--- src/design/adcsp_pkg.sv ---
// shared constants and types for the converter serial register port
package adcsp_pkg;

	// frame geometry
	localparam int           CMD_BITS   = 8;
	localparam int           WORD_BITS  = 24;
	localparam int           SETUP_BITS = 12;
	localparam int           NUM_CSR    = 8;
	localparam logic [4:0]   CMD_LAST   = 5'h07;
	localparam logic [4:0]   WORD_LAST  = 5'h17;

	// command bytes
	localparam logic [7:0]   CMD_WR_OFFSET1 = 8'h01;
	localparam logic [7:0]   CMD_WR_GAIN1   = 8'h02;
	localparam logic [7:0]   CMD_WR_CONFIG  = 8'h03;
	localparam logic [7:0]   CMD_WR_CSR     = 8'h05;
	localparam logic [7:0]   CMD_RD_OFFSET1 = 8'h09;
	localparam logic [7:0]   CMD_RD_GAIN1   = 8'h0A;
	localparam logic [7:0]   CMD_RD_CONFIG  = 8'h0B;
	localparam logic [7:0]   CMD_RD_CSR     = 8'h0D;

	// configuration register depth pointer field
	localparam int           DEPTH_LSB = 0;
	localparam int           DEPTH_W   = 4;

	// setup field layout, msb first
	localparam int           LATCH_LSB = 10;
	localparam int           CHAN_LSB  = 7;
	localparam int           RATE_LSB  = 4;
	localparam int           GAIN_LSB  = 1;
	localparam int           POL_BIT   = 0;
	localparam logic [23:0]  CSR_RESET = 24'h000000;
	localparam logic [23:0]  REG_RESET = 24'h000000;

	// host side: link timing and register map
	localparam int           CORE_CLK_MHZ  = 40;
	localparam int           SCLK_HALF_NS  = 100;
	localparam int           SCLK_HALF_CYC = (SCLK_HALF_NS * CORE_CLK_MHZ + 999) / 1000;
	localparam logic [3:0]   HADDR_CTRL    = 4'h0;
	localparam logic [3:0]   HADDR_STATUS  = 4'h1;
	localparam int           HADDR_DATA_BIT = 3;
	localparam int           CTRL_CNT_LSB  = 8;

	typedef enum logic [1:0] {adcsp_cmd, adcsp_wr, adcsp_rd} adcsp_state_type;
	typedef enum logic [2:0] {
		adcsp_none, adcsp_offset1, adcsp_gain1, adcsp_config, adcsp_csr
	} adcsp_sel_type;
	typedef enum logic [2:0] {adcsp_idle, adcsp_lead, adcsp_hi, adcsp_lo, adcsp_tail} adcsp_hstate_type;

endpackage : adcsp_pkg

--- src/design/adcsp_link_if.sv ---
// four-line serial link between host and converter port
`timescale 1ns/1ps
`default_nettype none
interface adcsp_link_if;
	logic cs_n;
	logic sclk;
	logic sdi;
	logic sdo_out;
	logic sdo_oe;
	wire  sdo;

	// released line shows the inverse of the last bit, so a sample taken while released is caught
	assign sdo = sdo_oe ? sdo_out : ~sdo_out;

	modport dev (input cs_n, input sclk, input sdi, output sdo_out, output sdo_oe);
	modport host (output cs_n, output sclk, output sdi, input sdo);
endinterface : adcsp_link_if
`default_nettype wire

--- src/design/adcsp_sync.sv ---
// two-flop synchroniser for pin inputs
`timescale 1ns/1ps
`default_nettype none
module adcsp_sync #(
	parameter int W = 1
) (
	// clock and reset
	input  wire logic         core_clk,
	input  wire logic         rstn,
	// async in, synced out
	input  wire logic [W-1:0] d,
	output var  logic [W-1:0] q
);
	logic [W-1:0] meta;

	always_ff @(posedge core_clk) begin
		if (!rstn) begin
			meta <= '0;
			q    <= '0;
		end else begin
			meta <= d;
			q    <= meta;
		end
	end
endmodule : adcsp_sync
`default_nettype wire

--- src/design/adcsp_dev.sv ---
// Contract
// - output floats while chip select high
// - clock edges ignored while deselected
// - works with chip select tied low
// - host serial clock alone times bits
// - register write is command plus 24 bits
// - command 0x02 writes channel-one gain
// - command 0x0A reads channel-one gain
// - back to command after single register
// - eight setup pair registers, two setups
// - latch pins follow active setup top bits
// - setups define later conversion mode
// - host programs depth pointer first
// - 0x05 writes pairs covered by depth
// - 0x0D reads pairs covered by depth
// - depth 0001 one pair, 0011 two
// - pairs always move as 24 bits
// - host uses only odd depth values
// - back to command after last pair
// - reset word rate is slowest default
`timescale 1ns/1ps
`default_nettype none
module adcsp_dev
	import adcsp_pkg::*;
(
	// clock and reset
	input  wire logic       core_clk,
	input  wire logic       rstn,
	// serial link
	adcsp_link_if.dev       link,
	// setup selection from conversion logic
	input  wire logic [3:0] active_setup,
	// active setup mode
	output var  logic [1:0] latch_output_pins,
	output var  logic [2:0] input_channel_field,
	output var  logic [2:0] word_rate_field,
	output var  logic [2:0] gain_range_field,
	output var  logic       polarity
);
	typedef struct packed {
		adcsp_state_type                 st;
		adcsp_sel_type                   sel;
		logic [WORD_BITS-1:0]            sh;
		logic [4:0]                      cnt;
		logic [2:0]                      idx;
		logic [WORD_BITS-1:0]            offset1;
		logic [WORD_BITS-1:0]            gain1;
		logic [WORD_BITS-1:0]            config_reg;
		logic [NUM_CSR-1:0][WORD_BITS-1:0] channel_setup_pair;
		logic                            sclk_prev;
		logic                            sdo;
		logic                            sdo_oe;
		logic [SETUP_BITS-1:0]           setup;
	} adcsp_dev_type;

	adcsp_dev_type r;
	adcsp_dev_type next_r;
	logic [2:0]    pins;
	logic          cs_n_s;
	logic          sclk_s;
	logic          sdi_s;

	adcsp_sync #(.W(3)) u_sync (
		.core_clk (core_clk),
		.rstn     (rstn),
		.d        ({~link.cs_n, link.sclk, link.sdi}),
		.q        (pins)
	);
	// sync resets to zero, so select travels inverted and reset reads as deselected
	assign cs_n_s = !pins[2];
	assign sclk_s = pins[1];
	assign sdi_s  = pins[0];

	function automatic adcsp_sel_type cmd_sel(input logic [7:0] c);
		unique case (c)
			CMD_WR_OFFSET1, CMD_RD_OFFSET1: cmd_sel = adcsp_offset1;
			CMD_WR_GAIN1, CMD_RD_GAIN1:     cmd_sel = adcsp_gain1;
			CMD_WR_CONFIG, CMD_RD_CONFIG:   cmd_sel = adcsp_config;
			CMD_WR_CSR, CMD_RD_CSR:         cmd_sel = adcsp_csr;
			default:                        cmd_sel = adcsp_none;
		endcase
	endfunction : cmd_sel

	function automatic logic [WORD_BITS-1:0] rd_word(input adcsp_dev_type s,
			input adcsp_sel_type sel, input logic [2:0] i);
		unique case (sel)
			adcsp_offset1: rd_word = s.offset1;
			adcsp_gain1:   rd_word = s.gain1;
			adcsp_config:  rd_word = s.config_reg;
			adcsp_csr:     rd_word = s.channel_setup_pair[i];
			default:       rd_word = '0;
		endcase
	endfunction : rd_word

	logic       rise;
	logic       fall;
	logic [2:0] last_idx;
	logic [7:0] cmd_byte;
	logic [WORD_BITS-1:0] word_in;
	logic [WORD_BITS-1:0] pair;

	assign last_idx = r.config_reg[DEPTH_LSB+1 +: 3];
	assign rise     = !cs_n_s && sclk_s && !r.sclk_prev;
	assign fall     = !cs_n_s && !sclk_s && r.sclk_prev;
	assign cmd_byte = {r.sh[CMD_BITS-2:0], sdi_s};
	assign word_in  = {r.sh[WORD_BITS-2:0], sdi_s};
	assign pair     = r.channel_setup_pair[active_setup[3:1]];

	always_comb begin
		next_r = r;
		next_r.sclk_prev = sclk_s;
		next_r.sdo_oe = !cs_n_s;
		next_r.setup = active_setup[0] ? pair[SETUP_BITS-1:0] : pair[WORD_BITS-1:SETUP_BITS];
		if (cs_n_s) begin
			// deselect aborts the frame
			next_r.st  = adcsp_cmd;
			next_r.cnt = '0;
			next_r.sh  = '0;
		end else if (rise) begin
			next_r.cnt = r.cnt + 5'h01;
			unique case (r.st)
				adcsp_cmd: begin
					next_r.sh = {{(WORD_BITS-CMD_BITS){1'b0}}, cmd_byte};
					if (r.cnt == CMD_LAST) begin
						next_r.cnt = '0;
						next_r.idx = '0;
						next_r.sel = cmd_sel(cmd_byte);
						if (cmd_sel(cmd_byte) == adcsp_none) begin
							next_r.st = adcsp_cmd;
						end else if (cmd_byte[3]) begin
							next_r.st = adcsp_rd;
							next_r.sh = rd_word(r, cmd_sel(cmd_byte), 3'h0);
						end else begin
							next_r.st = adcsp_wr;
						end
					end
				end
				adcsp_wr: begin
					next_r.sh = word_in;
					if (r.cnt == WORD_LAST) begin
						next_r.cnt = '0;
						next_r.st  = adcsp_cmd;
						unique case (r.sel)
							adcsp_offset1: next_r.offset1 = word_in;
							adcsp_gain1:   next_r.gain1 = word_in;
							adcsp_config:  next_r.config_reg = word_in;
							default: begin
								next_r.channel_setup_pair[r.idx] = word_in;
								if (r.idx != last_idx) begin
									next_r.idx = r.idx + 3'h1;
									next_r.st  = adcsp_wr;
								end
							end
						endcase
					end
				end
				adcsp_rd: begin
					if (r.cnt == WORD_LAST) begin
						next_r.cnt = '0;
						next_r.st  = adcsp_cmd;
						if (r.sel == adcsp_csr && r.idx != last_idx) begin
							next_r.idx = r.idx + 3'h1;
							next_r.st  = adcsp_rd;
							next_r.sh  = r.channel_setup_pair[r.idx + 3'h1];
						end
					end
				end
				default: next_r.st = adcsp_cmd;
			endcase
		end else if (fall && r.st == adcsp_rd) begin
			// read data changes on falling edge
			next_r.sdo = r.sh[WORD_BITS-1];
			next_r.sh  = {r.sh[WORD_BITS-2:0], 1'b0};
		end
	end

	always_ff @(posedge core_clk) begin
		if (!rstn) begin
			r <= '{
				st: adcsp_cmd, sel: adcsp_none, sh: '0, cnt: '0, idx: '0,
				offset1: REG_RESET, gain1: REG_RESET, config_reg: REG_RESET,
				channel_setup_pair: {NUM_CSR{CSR_RESET}},
				sclk_prev: 1'b0, sdo: 1'b0, sdo_oe: 1'b0, setup: '0
			};
		end else begin
			r <= next_r;
		end
	end

	assign link.sdo_out = r.sdo;
	assign link.sdo_oe  = r.sdo_oe;

	assign latch_output_pins   = r.setup[LATCH_LSB +: 2];
	assign input_channel_field = r.setup[CHAN_LSB +: 3];
	assign word_rate_field     = r.setup[RATE_LSB +: 3];
	assign gain_range_field    = r.setup[GAIN_LSB +: 3];
	assign polarity            = r.setup[POL_BIT];
endmodule : adcsp_dev
`default_nettype wire

--- src/flat_wrapper.sv ---
// flat-port wrapper written by rule: the top's interface ports become plain ports
module adcsp_dev_flat import adcsp_pkg::*;
  (core_clk, rstn, active_setup, latch_output_pins, input_channel_field, word_rate_field, gain_range_field, polarity, link_cs_n, link_sclk, link_sdi, link_sdo_out, link_sdo_oe);
  adcsp_link_if link_i ();
  input  wire logic core_clk;
  input  wire logic rstn;
  input  wire logic [3:0] active_setup;
  output var  logic [1:0] latch_output_pins;
  output var  logic [2:0] input_channel_field;
  output var  logic [2:0] word_rate_field;
  output var  logic [2:0] gain_range_field;
  output var  logic polarity;
  input wire logic [$bits(link_i.cs_n)-1:0] link_cs_n;
  input wire logic [$bits(link_i.sclk)-1:0] link_sclk;
  input wire logic [$bits(link_i.sdi)-1:0] link_sdi;
  output wire logic [$bits(link_i.sdo_out)-1:0] link_sdo_out;
  output wire logic [$bits(link_i.sdo_oe)-1:0] link_sdo_oe;
  assign link_i.cs_n = link_cs_n;
  assign link_i.sclk = link_sclk;
  assign link_i.sdi = link_sdi;
  assign link_sdo_out = link_i.sdo_out;
  assign link_sdo_oe = link_i.sdo_oe;
  adcsp_dev u_core (.core_clk(core_clk), .rstn(rstn), .link(link_i), .active_setup(active_setup), .latch_output_pins(latch_output_pins), .input_channel_field(input_channel_field), .word_rate_field(word_rate_field), .gain_range_field(gain_range_field), .polarity(polarity));
endmodule
--- config.mk ---
export PLATFORM = sky130hd
export DESIGN_NAME = adcsp_dev_flat
export DESIGN_NICKNAME = d
export VERILOG_FILES = /design/src/design/adcsp_pkg.sv /design/src/design/adcsp_link_if.sv /design/src/design/adcsp_sync.sv /design/src/design/adcsp_dev.sv /design/src/flat_wrapper.sv
export SDC_FILE = /design/constraint.sdc
export NUM_CORES = 1
export LEC_CHECK = 0
export BUFFER_PORTS_ARGS = -buffer_cell sky130_fd_sc_hd__buf_2
export CAP_MARGIN = 5
export CORE_ASPECT_RATIO = 0.6
export CORE_UTILIZATION = 65
export CTS_CLUSTER_DIAMETER = 100
export DETAILED_ROUTE_END_ITERATION = 16
export GPL_TIMING_DRIVEN = 0
export PLACE_DENSITY = 0.82
export SYNTH_ARGS = -nofsm -noshare
export SYNTH_HDL_FRONTEND = slang
export SYNTH_SLANG_ARGS = --single-unit
--- constraint.sdc ---
create_clock -name core_clk -period 4.7 [get_ports core_clk]
set_input_delay 0.235 -clock core_clk [delete_from_list [all_inputs] [get_ports core_clk]]
set_output_delay 0.235 -clock core_clk [all_outputs]
set_load 0.005 [all_outputs]
=== Word-level counts from Yosys, hierarchy flattened ===
Memories as Yosys holds them, arrays and structs flattened.
Index checks and enable logic that the tools add are counted.

* Register bits after elaboration: 322
* Memory bits (read-only): 144
* Output and inout bits: 14
* Logic and storage cells: 127
* Memories: 3

* Add/subtract/negate cells: 2
* $lt $le $gt $ge: 4
* Equality and inequality tests: 22
* Mux-type cells: 46
* Bitwise operators: 3
* Reductions and logical operators: 25

{| class="wikitable"
|+ Memories
! name !! words !! width !! read ports !! clocked after memory_dff !! wr ports !! RTL line !! text
|-
| (name not given) || 16 || 3 || 1 || 0 || 0 || adcsp_dev.sv:75 || <nowiki>unique case (c)</nowiki>
|-
| (name not given) || 16 || 3 || 1 || 0 || 0 || adcsp_dev.sv:75 ||
|-
| (name not given) || 16 || 3 || 1 || 0 || 0 || adcsp_dev.sv:75 ||
|}

{| class="wikitable"
|+ Operators by type and width
! kind !! count
|-
| 272-bit two-way mux || 1
|-
| 24-bit two-way mux || 11
|-
| 192-bit bitwise mux || 1
|-
| 192-bit two-way mux || 1
|-
| 24-bit binary-select mux with 3-bit select || 2
|-
| 24-bit case mux with 4 select lines || 1
|-
| 32-bit case mux with 3 select lines || 1
|-
| 24-bit demux with 3-bit select || 1
|-
| 3-bit two-way mux || 16
|-
| 37-bit two-way mux || 1
|-
| 32-bit two-way mux || 1
|-
| 5-bit AND reduction || 4
|-
| 3-bit by 2-bit equality test with 1-bit output, second input constant || 4
|-
| 3-bit by 4-bit < comparator with 1-bit output, second input constant || 3
|-
| 12-bit two-way mux || 1
|-
| 4-bit AND reduction || 3
|-
| 2-bit two-way mux || 5
|-
| 2-bit by 1-bit != test with 1-bit output, second input constant || 5
|-
| 9-bit AND reduction || 1
|-
| 1-bit logical AND || 7
|-
| 3-bit by 1-bit equality test with 1-bit output, second input constant || 2
|-
| 3-bit equality test, second input constant || 2
|-
| 3-bit != test, second input constant || 2
|-
| 2-bit case mux with 3 select lines || 1
|-
| other kinds (21) || 25
|}

=== Depth between registers and ports, before layout ===
Gate-level depths: netlist of run 1.

* Depth after elaboration: 19
* Depth in mapped cells: 9

=== By module ===
Synthesis of run 1 repeated with hierarchy kept, for this count alone.

* Cells, all modules: 1557
* Area total of the unflattened synthesis: 16405.7 um2

{| class="wikitable"
|+ By module, submodules not included
! module !! times used !! cells an instance !! area each (um2) !! seq. area each (um2)
|-
| adcsp_dev || 1 || 1545 || 16248.1 || 6326.1
|-
| adcsp_sync || 1 || 12 || 157.7 || 120.1
|}

=== Worst setup path before layout of run 1 ===
No wires, ideal clock.

* Path type: reg-to-reg
* From: reg u_core.r[279] in the netlist's numbering
* To: reg u_core.r[309] in the netlist's numbering
* Arrival: 2.282 ns
* Data required time: 4.570 ns
* Path slack: 2.288 ns
* Cell stages (with the launch flop): 10
* Cells stage by stage: dfxtp_1 -> ha_1 -> clkbuf_1 -> buf_2 -> buf_2 -> mux4_2 -> nand2_1 -> a21oi_1 -> a221oi_1 -> o22ai_1

* Longest elaborated chain between the ends: 7
* Elaborated cells between the ends (all ways): 11

{| class="wikitable"
|+ RTL lines
! what !! RTL line !! text
|-
| from (decl) || adcsp_dev.sv:56 || <nowiki>adcsp_dev_type r;</nowiki>
|-
| from (signal assigned) || adcsp_dev.sv:179 || <nowiki>r <= '{</nowiki>
|-
| from (signal assigned) || adcsp_dev.sv:186 || <nowiki>r <= next_r;</nowiki>
|-
| 3-bit by 1-bit adder with 3-bit output || adcsp_dev.sv:164 || <nowiki>next_r.sh = r.channel_setup_pair[r.idx + 3'h1];</nowiki>
|-
| 24-bit binary-select mux with 3-bit select || adcsp_dev.sv:164 ||
|-
| 24-bit two-way mux (implied by the code) || adcsp_dev.sv:164 ||
|-
| 24-bit two-way mux || adcsp_dev.sv:161 || <nowiki>if (r.sel == adcsp_csr && r.idx != last_idx) begin</nowiki>
|-
| 32-bit two-way mux || adcsp_dev.sv:158 || <nowiki>if (r.cnt == WORD_LAST) begin</nowiki>
|-
| 32-bit case mux with 3 select lines || adcsp_dev.sv:121 || <nowiki>unique case (r.st)</nowiki>
|-
| 24-bit two-way mux || adcsp_dev.sv:119 || <nowiki>end else if (rise) begin</nowiki>
|}

Several ways; a longest one is shown, not always the timed one. The select of a mux whose other input is x is not followed.
A chain may end at the register's enable or synchronous reset.

=== Worst setup path in the final report of run 1 ===
* From: reg u_core.r[279] in the netlist's numbering
* To: reg u_core.r[294] in the netlist's numbering

The elaborated chain is that of the path after synthesis.

==> results by group, run 1 <==
Timing
  • Slew Limit Fails: 0
  • Setup TNS: 0 ns
  • Clock Skew: 0.0131 ns
  • Endpoints failing setup: 0
  • Final period util: 0.684
  • RSZ-0062 raised after global routing: no
  • Worst Tran Pin Value: 1.15 ns
  • Slew margin rel.: 0.234
  • Post-layout min period: 3.21 ns
  • F_max: 0.311 GHz
  • Final Hold Viols: 0

Setup path
  • Critical path arrival: 3.62 ns
  • Critical Path Source: u_core.r[279]$_SDFFE_PN0P_
  • Worst reg-to-reg path cell count: 9
  • CP Max Fanout: 10
  • Worst Path Required: 5.10 ns
  • Crit Reg-Reg Startpoint: u_core.r[279]$_SDFFE_PN0P_
  • Crit end category: register
  • CP Class: register to register
  • Startpoint Class: register

Global route
  • First-pass GRT wire length: 88000 um
  • Vias in the first global route: 14400
  • Overflow after GRT: 0
  • Initial antenna violation count: 6
  • Pin count of the biggest net entering global routing: 15
  • Total GRT Usage: 0.450

Routing
  • DRT antenna net count: 0
  • WL per Instance: 26.3 um
  • DRC: 0
  • Drt first-iter violations: 2607
  • Final wirelength: 58800 um
  • DR vias: 15400
  • Vias/cell: 6.90
  • DR pass1 iterations: 7

CTS
  • Clk sinks: 322
  • TritonCTS Buffers: 29
  • Worst-Skew Late Latency: 0.58 ns
  • H-tree levels: 1
  • Cts repair resizes: 0
  • Maximum clock insertion buffer count: 3
  • Reg clk slew, reported paths: 0.07 ns
  • CTS tree: yes
  • Clock root cell: clkbuf_16

Synth
  • Number of flops mapped to enable cells by yosys: 0
  • Synth area leader: dfxtp_1
  • Synthesized area: 16500 um^2
  • Post-Syn Instances: 1835
  • Synth warn: 0
  • Netlist cell types: 62
  • Post-synth ARST share: 0
  • Mapped Nets: 1846
  • Syn_area_per_cell: 9.00 um^2
  • Top cell type's share of synthesized area: 0.391
  • Synth area leaders: dfxtp_1 (39%), mux4_2 (15%), nand2_1 (14%)
  • Seq cells post-synth: 322
  • Synth Flop Type: dfxtp_1
  • Seq/Total Area, Yosys: 0.391

Layout
  • Most frequent cells in the layout: nand2_1 (600), dfxtp_1 (322), a21boi_0 (200)
  • NumNets Final: 1900
  • Area delta synth->final: 9.13%
  • Commonest non-fill, non-tap cell in the layout: nand2_1
  • Layout cells sized above 1: 0.129

Die
  • Chip width: 208 um
  • Core ar.: 24600 um^2
  • Initial core utilization: 0.672
  • Die ar.: 26100 um^2
  • Num ports: 23
  • Die height: 125 um
  • Row count: 44

Job
  • Max Cap Viol: 0

Placed design
  • Post-DP HPWL: 43400 um
  • Gpl congestion: 1.06
  • Quantity of I/O buffers inserted on ports: 20

Hold path
  • Min-Delay Path Class: input pin to register
  • Hold_sp: active_setup[0]
  • Hold path depth: 3

Status
  • Outcome: finished clean

Power and ir drop
  • Max VDD drop: 0.270 mV
  • PwrDens: 299 nW/um^2
  • Leakage power: 5.72 nW
  • Power consumption: 5.39 mW
## cell type report
cell class / instances / area [um^2]
plain buffers: 181 / 841
flip-flops and latches: 322 / 6450
repair buffers: 23 / 130
fillers: 1874 / 6540
clock inverters: 6 / 83.8
well taps: 322 / 403
inverters: 17 / 63.8
multi-input cells: 1315 / 9160
diodes: 6 / 15.0
clock buffers: 45 / 876
## report_power, final
| part | internal, mW | leakage, nW | switching, mW |
|---|---|---|---|
| clock | 1.38 | 0.475 | 1.09 |
| sequential | 2.73 | 2.59 | 0.00226 |
| combinational | 0.0652 | 2.65 | 0.113 |
## repair_timing
action | in CTS | in global routing
hold buffers | 3 | 0
buffers inserted | 0 | 0
endpoints found under the hold margin | 3 | 0
## worst max-delay path, cell delays in order, from the launching register on
cell       delay (ns)
dfxtp_1          0.42
ha_1             0.33
clkbuf_1         0.14
buf_2            0.41
buf_2            0.53
mux4_2           0.56
nand2_1          0.09
a21oi_1          0.17
a2bb2oi_1        0.21
o21ai_0          0.17
## final timing paths
path / end / slack, ns
hold / removal: u_core.polarity$_SDFF_PN0_ / 0.08
setup / recovery: u_core.r[294]$_SDFFE_PN0P_ / 1.49
hold reg to reg: u_core.u_sync.q[1]$_SDFF_PN0_ / 0.44
setup reg to reg: u_core.r[294]$_SDFFE_PN0P_ / 1.49
## routing by layer
| layer | part of all wire | track usage |
|---|---|---|
| met2 | 0.40 | 0.627 |
| met4 | 0.035 | 0.139 |
| met3 | 0.18 | 0.179 |
| met1 | 0.39 | 0.638 |
| met5 | 0.00063 | 0 |
## synth_stat cells, drive strengths merged (16+ instances only)
| cell | number |
|---|---|
| inv | 16 |
| nand3 | 20 |
| mux4 | 108 |
| a21oi | 40 |
| mux2i | 31 |
| o22ai | 25 |
| dfxtp | 322 |
| a21boi | 272 |
| o21ai | 18 |
| and2 | 19 |
| nand2 | 600 |
| buf | 68 |
| clkbuf | 113 |
## per-stage QoR
stage / hold slack (ns) / utilization / std cells / setup WS [ns] / cell area [um^2]
floorplan: 0.307 / - / 1835 / 2.29 / 16500
global placement: 0.390 / 0.693 / 2177 / 1.64 / 17000
detailed placement: 0.394 / 0.693 / 2177 / 1.67 / 17000
CTS: 0.0813 / 0.733 / 2231 / 1.59 / 18000
global route: 0.105 / 0.733 / 2232 / 1.34 / 18000
finish: 0.0790 / 0.734 / 2237 / 1.49 / 18000
## logic make-up (layout without fill, tap and decap cells)
| kind of cell | Yosys count | count (layout) | share of synthesized area |
|---|---|---|---|
| AND/OR/NAND/NOR | 722 | 722 | 0.188 |
| AO/OA/AOI/OAI | 439 | 439 | 0.192 |
| flip-flops | 322 | 322 | 0.391 |
| buffers and inverters | 198 | 272 | 0.0548 |
| multiplexers | 142 | 142 | 0.168 |
| XOR/XNOR | 10 | 10 | 0.00531 |
| adder cells (fa/ha/maj) | 2 | 2 | 0.00152 |
| other | 0 | 6 | 0 |
Note: power is estimated with default switching activity, not from simulation.
==> inputs of run 2 (changes only) <==
--- a/config.mk
+++ b/config.mk
@@ -8,11 +8,11 @@
 export BUFFER_PORTS_ARGS = -buffer_cell sky130_fd_sc_hd__buf_2
 export CAP_MARGIN = 5
 export CORE_ASPECT_RATIO = 0.6
-export CORE_UTILIZATION = 65
+export CORE_UTILIZATION = 64
 export CTS_CLUSTER_DIAMETER = 100
 export DETAILED_ROUTE_END_ITERATION = 16
 export GPL_TIMING_DRIVEN = 0
-export PLACE_DENSITY = 0.82
+export PLACE_DENSITY = 0.81
 export SYNTH_ARGS = -nofsm -noshare
 export SYNTH_HDL_FRONTEND = slang
 export SYNTH_SLANG_ARGS = --single-unit
==> constraint.sdc (replaced) <==
create_clock -name core_clk -period 3.1 [get_ports core_clk]
set_input_delay 0.155 -clock core_clk [delete_from_list [all_inputs] [get_ports core_clk]]
set_output_delay 0.155 -clock core_clk [all_outputs]
set_load 0.005 [all_outputs]
==> results by group, run 2 (synthesis gave the netlist of run 1 again) <==
CTS
  • Reg clk slew, reported paths: 0.07 ns (about the same)
  • CTS tree: yes
  • H-tree levels: 1 (unchanged)
  • Setup repair bufs after CTS: 0 (unchanged)
  • TritonCTS Buffers: 29 (unchanged)
  • Clock root cell: clkbuf_16
  • Maximum clock insertion buffer count: 3 (unchanged)
  • Clk sinks: 322 (unchanged)
  • Worst-Skew Late Latency: 0.59 ns (about the same)

Layout
  • NumNets Final: 1900 (unchanged)
  • Fin util: 0.712 (-0.0219)
  • Layout cells sized above 1: 0.133 (+0.00367)
  • Commonest non-fill, non-tap cell in the layout: nand2_1
  • Area delta synth->final: 9.01%
  • Most frequent cells in the layout: nand2_1 (600), dfxtp_1 (322), a21boi_0 (200)

Global route
  • Total GRT Usage: 0.449 (-0.000679)
  • First-pass GRT wire length: 88100 um (about the same)
  • Vias in the first global route: 14000 (-2.7%)
  • Pin count of the biggest net entering global routing: 16 (+1)
  • Initial antenna violation count: 6 (unchanged)
  • Overflow after GRT: 0 (unchanged)

Routing
  • Drt first-iter violations: 2615 (+0.31%)
  • Final wirelength: 60000 um (+2.0%)
  • Vias/cell: 6.90 (about the same)
  • DR pass1 iterations: 8 (+1)
  • DR vias: 15500 (+0.16%)
  • DRC: 0 (unchanged)
  • WL per Instance: 26.8 um (+1.8%)
  • DRT antenna net count: 0 (unchanged)

Setup path
  • CP Max Fanout: 10 (unchanged)
  • Startpoint Class: register
  • Critical path arrival: 3.62 ns (about the same)
  • Crit end category: register
  • R2R Setup Slk: -0.08 ns (-1.57 ns)
  • CP Class: register to register
  • Worst Path Required: 3.54 ns (-1.56 ns)

Die
  • Chip width: 209 um (+0.77%)
  • Die height: 126 um (+0.77%)
  • Initial core utilization: 0.653 (-0.0193)
  • Die ar.: 26500 um^2 (+1.5%)
  • Row count: 45 (+2.3%)
  • Core ar.: 25300 um^2 (+3.0%)
  • Num ports: 23 (unchanged)

Power and ir drop
  • Leakage power: 5.71 nW (-0.15%)
  • Max VDD drop: 0.495 mV (+84%)
  • PwrDens: 446 nW/um^2 (+49%)

Job
  • Max Cap Viol: 0 (unchanged)

Status
  • Outcome: complete, but fails checks
  • Failing checks: negative setup slack

Timing
  • F_max: 0.314 GHz (+0.95%)
  • Final period util: 1.03 (+0.343)
  • Clock Skew: 0.0224 ns (+0.00935 ns)
  • Post-layout min period: 3.18 ns (-0.0301 ns)
  • Endpoints failing setup: 1 (+1)
  • Crit path setup slack, layout: -0.0839 ns (-1.57 ns)
  • Worst Tran Pin Value: 1.08 ns (-0.0735 ns)
  • Slew Limit Fails: 0 (unchanged)
  • Slew margin rel.: 0.283 (+0.0490)
  • Final Hold Viols: 0 (unchanged)

Hold path
  • Min-Delay Path Class: input pin to register

Placed design
  • Worst Setup Slack post-DPL: -0.0113 ns (-1.68 ns)
  • Quantity of I/O buffers inserted on ports: 20 (unchanged)
  • Post-DP HPWL: 44200 um (+1.8%)
  • Gpl congestion: 0.997 (-5.8%)
run 2: changes by cell type in the layout (fill, tap and decap cells not counted), sizes merged:
cell and delta:
clkbuf -4, buf -3, diode -3, clkinvlp +3, clkinv +4, clkdlybuf4s15 +1
bufinv -1
run 2: timing repair:
item                       in CTS  in global routing
setup endpoints to repair       2                  5
resized for setup               1                 13
cloned                          0                  0
hold buffers                    3                  0
hold endpoints to repair        3                  0
run 2: layer usage:
metal | GRT usage | wire (um)
met5 | 0 | 27
met4 | 0.101 | 1520
met3 | 0.164 | 10100
met2 | 0.623 | 24200
met1 | 0.664 | 24200
run 2: power breakdown:
group,switching (mW),internal [mW],leakage [nW]
registers,0.00377,4.14,2.59
clock network,1.68,1.94,0.452
logic,0.173,0.0989,2.67
run 2: final cells by class:
cell class                      instances  area (um^2)
Buffer                                181          860
Sequential cell                       322         6450
Multi-Input combinational cell       1315         9160
Clock inverter                         12         96.3
Timing Repair Buffer                   23          130
Tap cell                              329          412
Clock buffer                           39          823
Inverter                               17         63.8
Fill cell                            1946         7290
Antenna cell                            3         7.51
run 2: final timing paths:
kind | from | end | depth (start not counted)
worst max-delay path | u_core.cmd_byte[2]$_SDFFE_PN0P_ | u_core.cmd_byte[7]$_SDFFE_PN0P_ | 6
worst min-delay path | active_setup[0] | u_core.latch_output_pins[1]$_SDFF_PN0_ | 3
worst max register to register | u_core.cmd_byte[2]$_SDFFE_PN0P_ | u_core.cmd_byte[7]$_SDFFE_PN0P_ | 6
worst min register to register | u_core.u_sync.meta[2]$_SDFF_PN0_ | u_core.u_sync.q[2]$_SDFF_PN0_ | 1
run 2: critical path, stage by stage (launching register included):
cell and delay (ns):
dfxtp_1 0.32, clkbuf_1 0.22, clkbuf_1 0.76, clkbuf_1 0.67
o22ai_1 0.22, a221oi_1 0.66, o22ai_1 0.16
run 2: stage by stage:
stage / hold WS (ns) / area (um^2) / instances / power, mW / TNS [ns]
global placement: 0.312 / 17000 / 2184 / 4.49 / 0
CTS: 0.0102 / 18000 / 2238 / 7.98 / 0
detailed placement: 0.315 / 17000 / 2184 / 4.49 / -0.0113
floorplan: 0.227 / 16500 / 1835 / 4.40 / 0
global route: 0.0345 / 18000 / 2238 / 8.16 / -0.00647
finish: 0.0201 / 18000 / 2241 / 8.03 / -0.0839
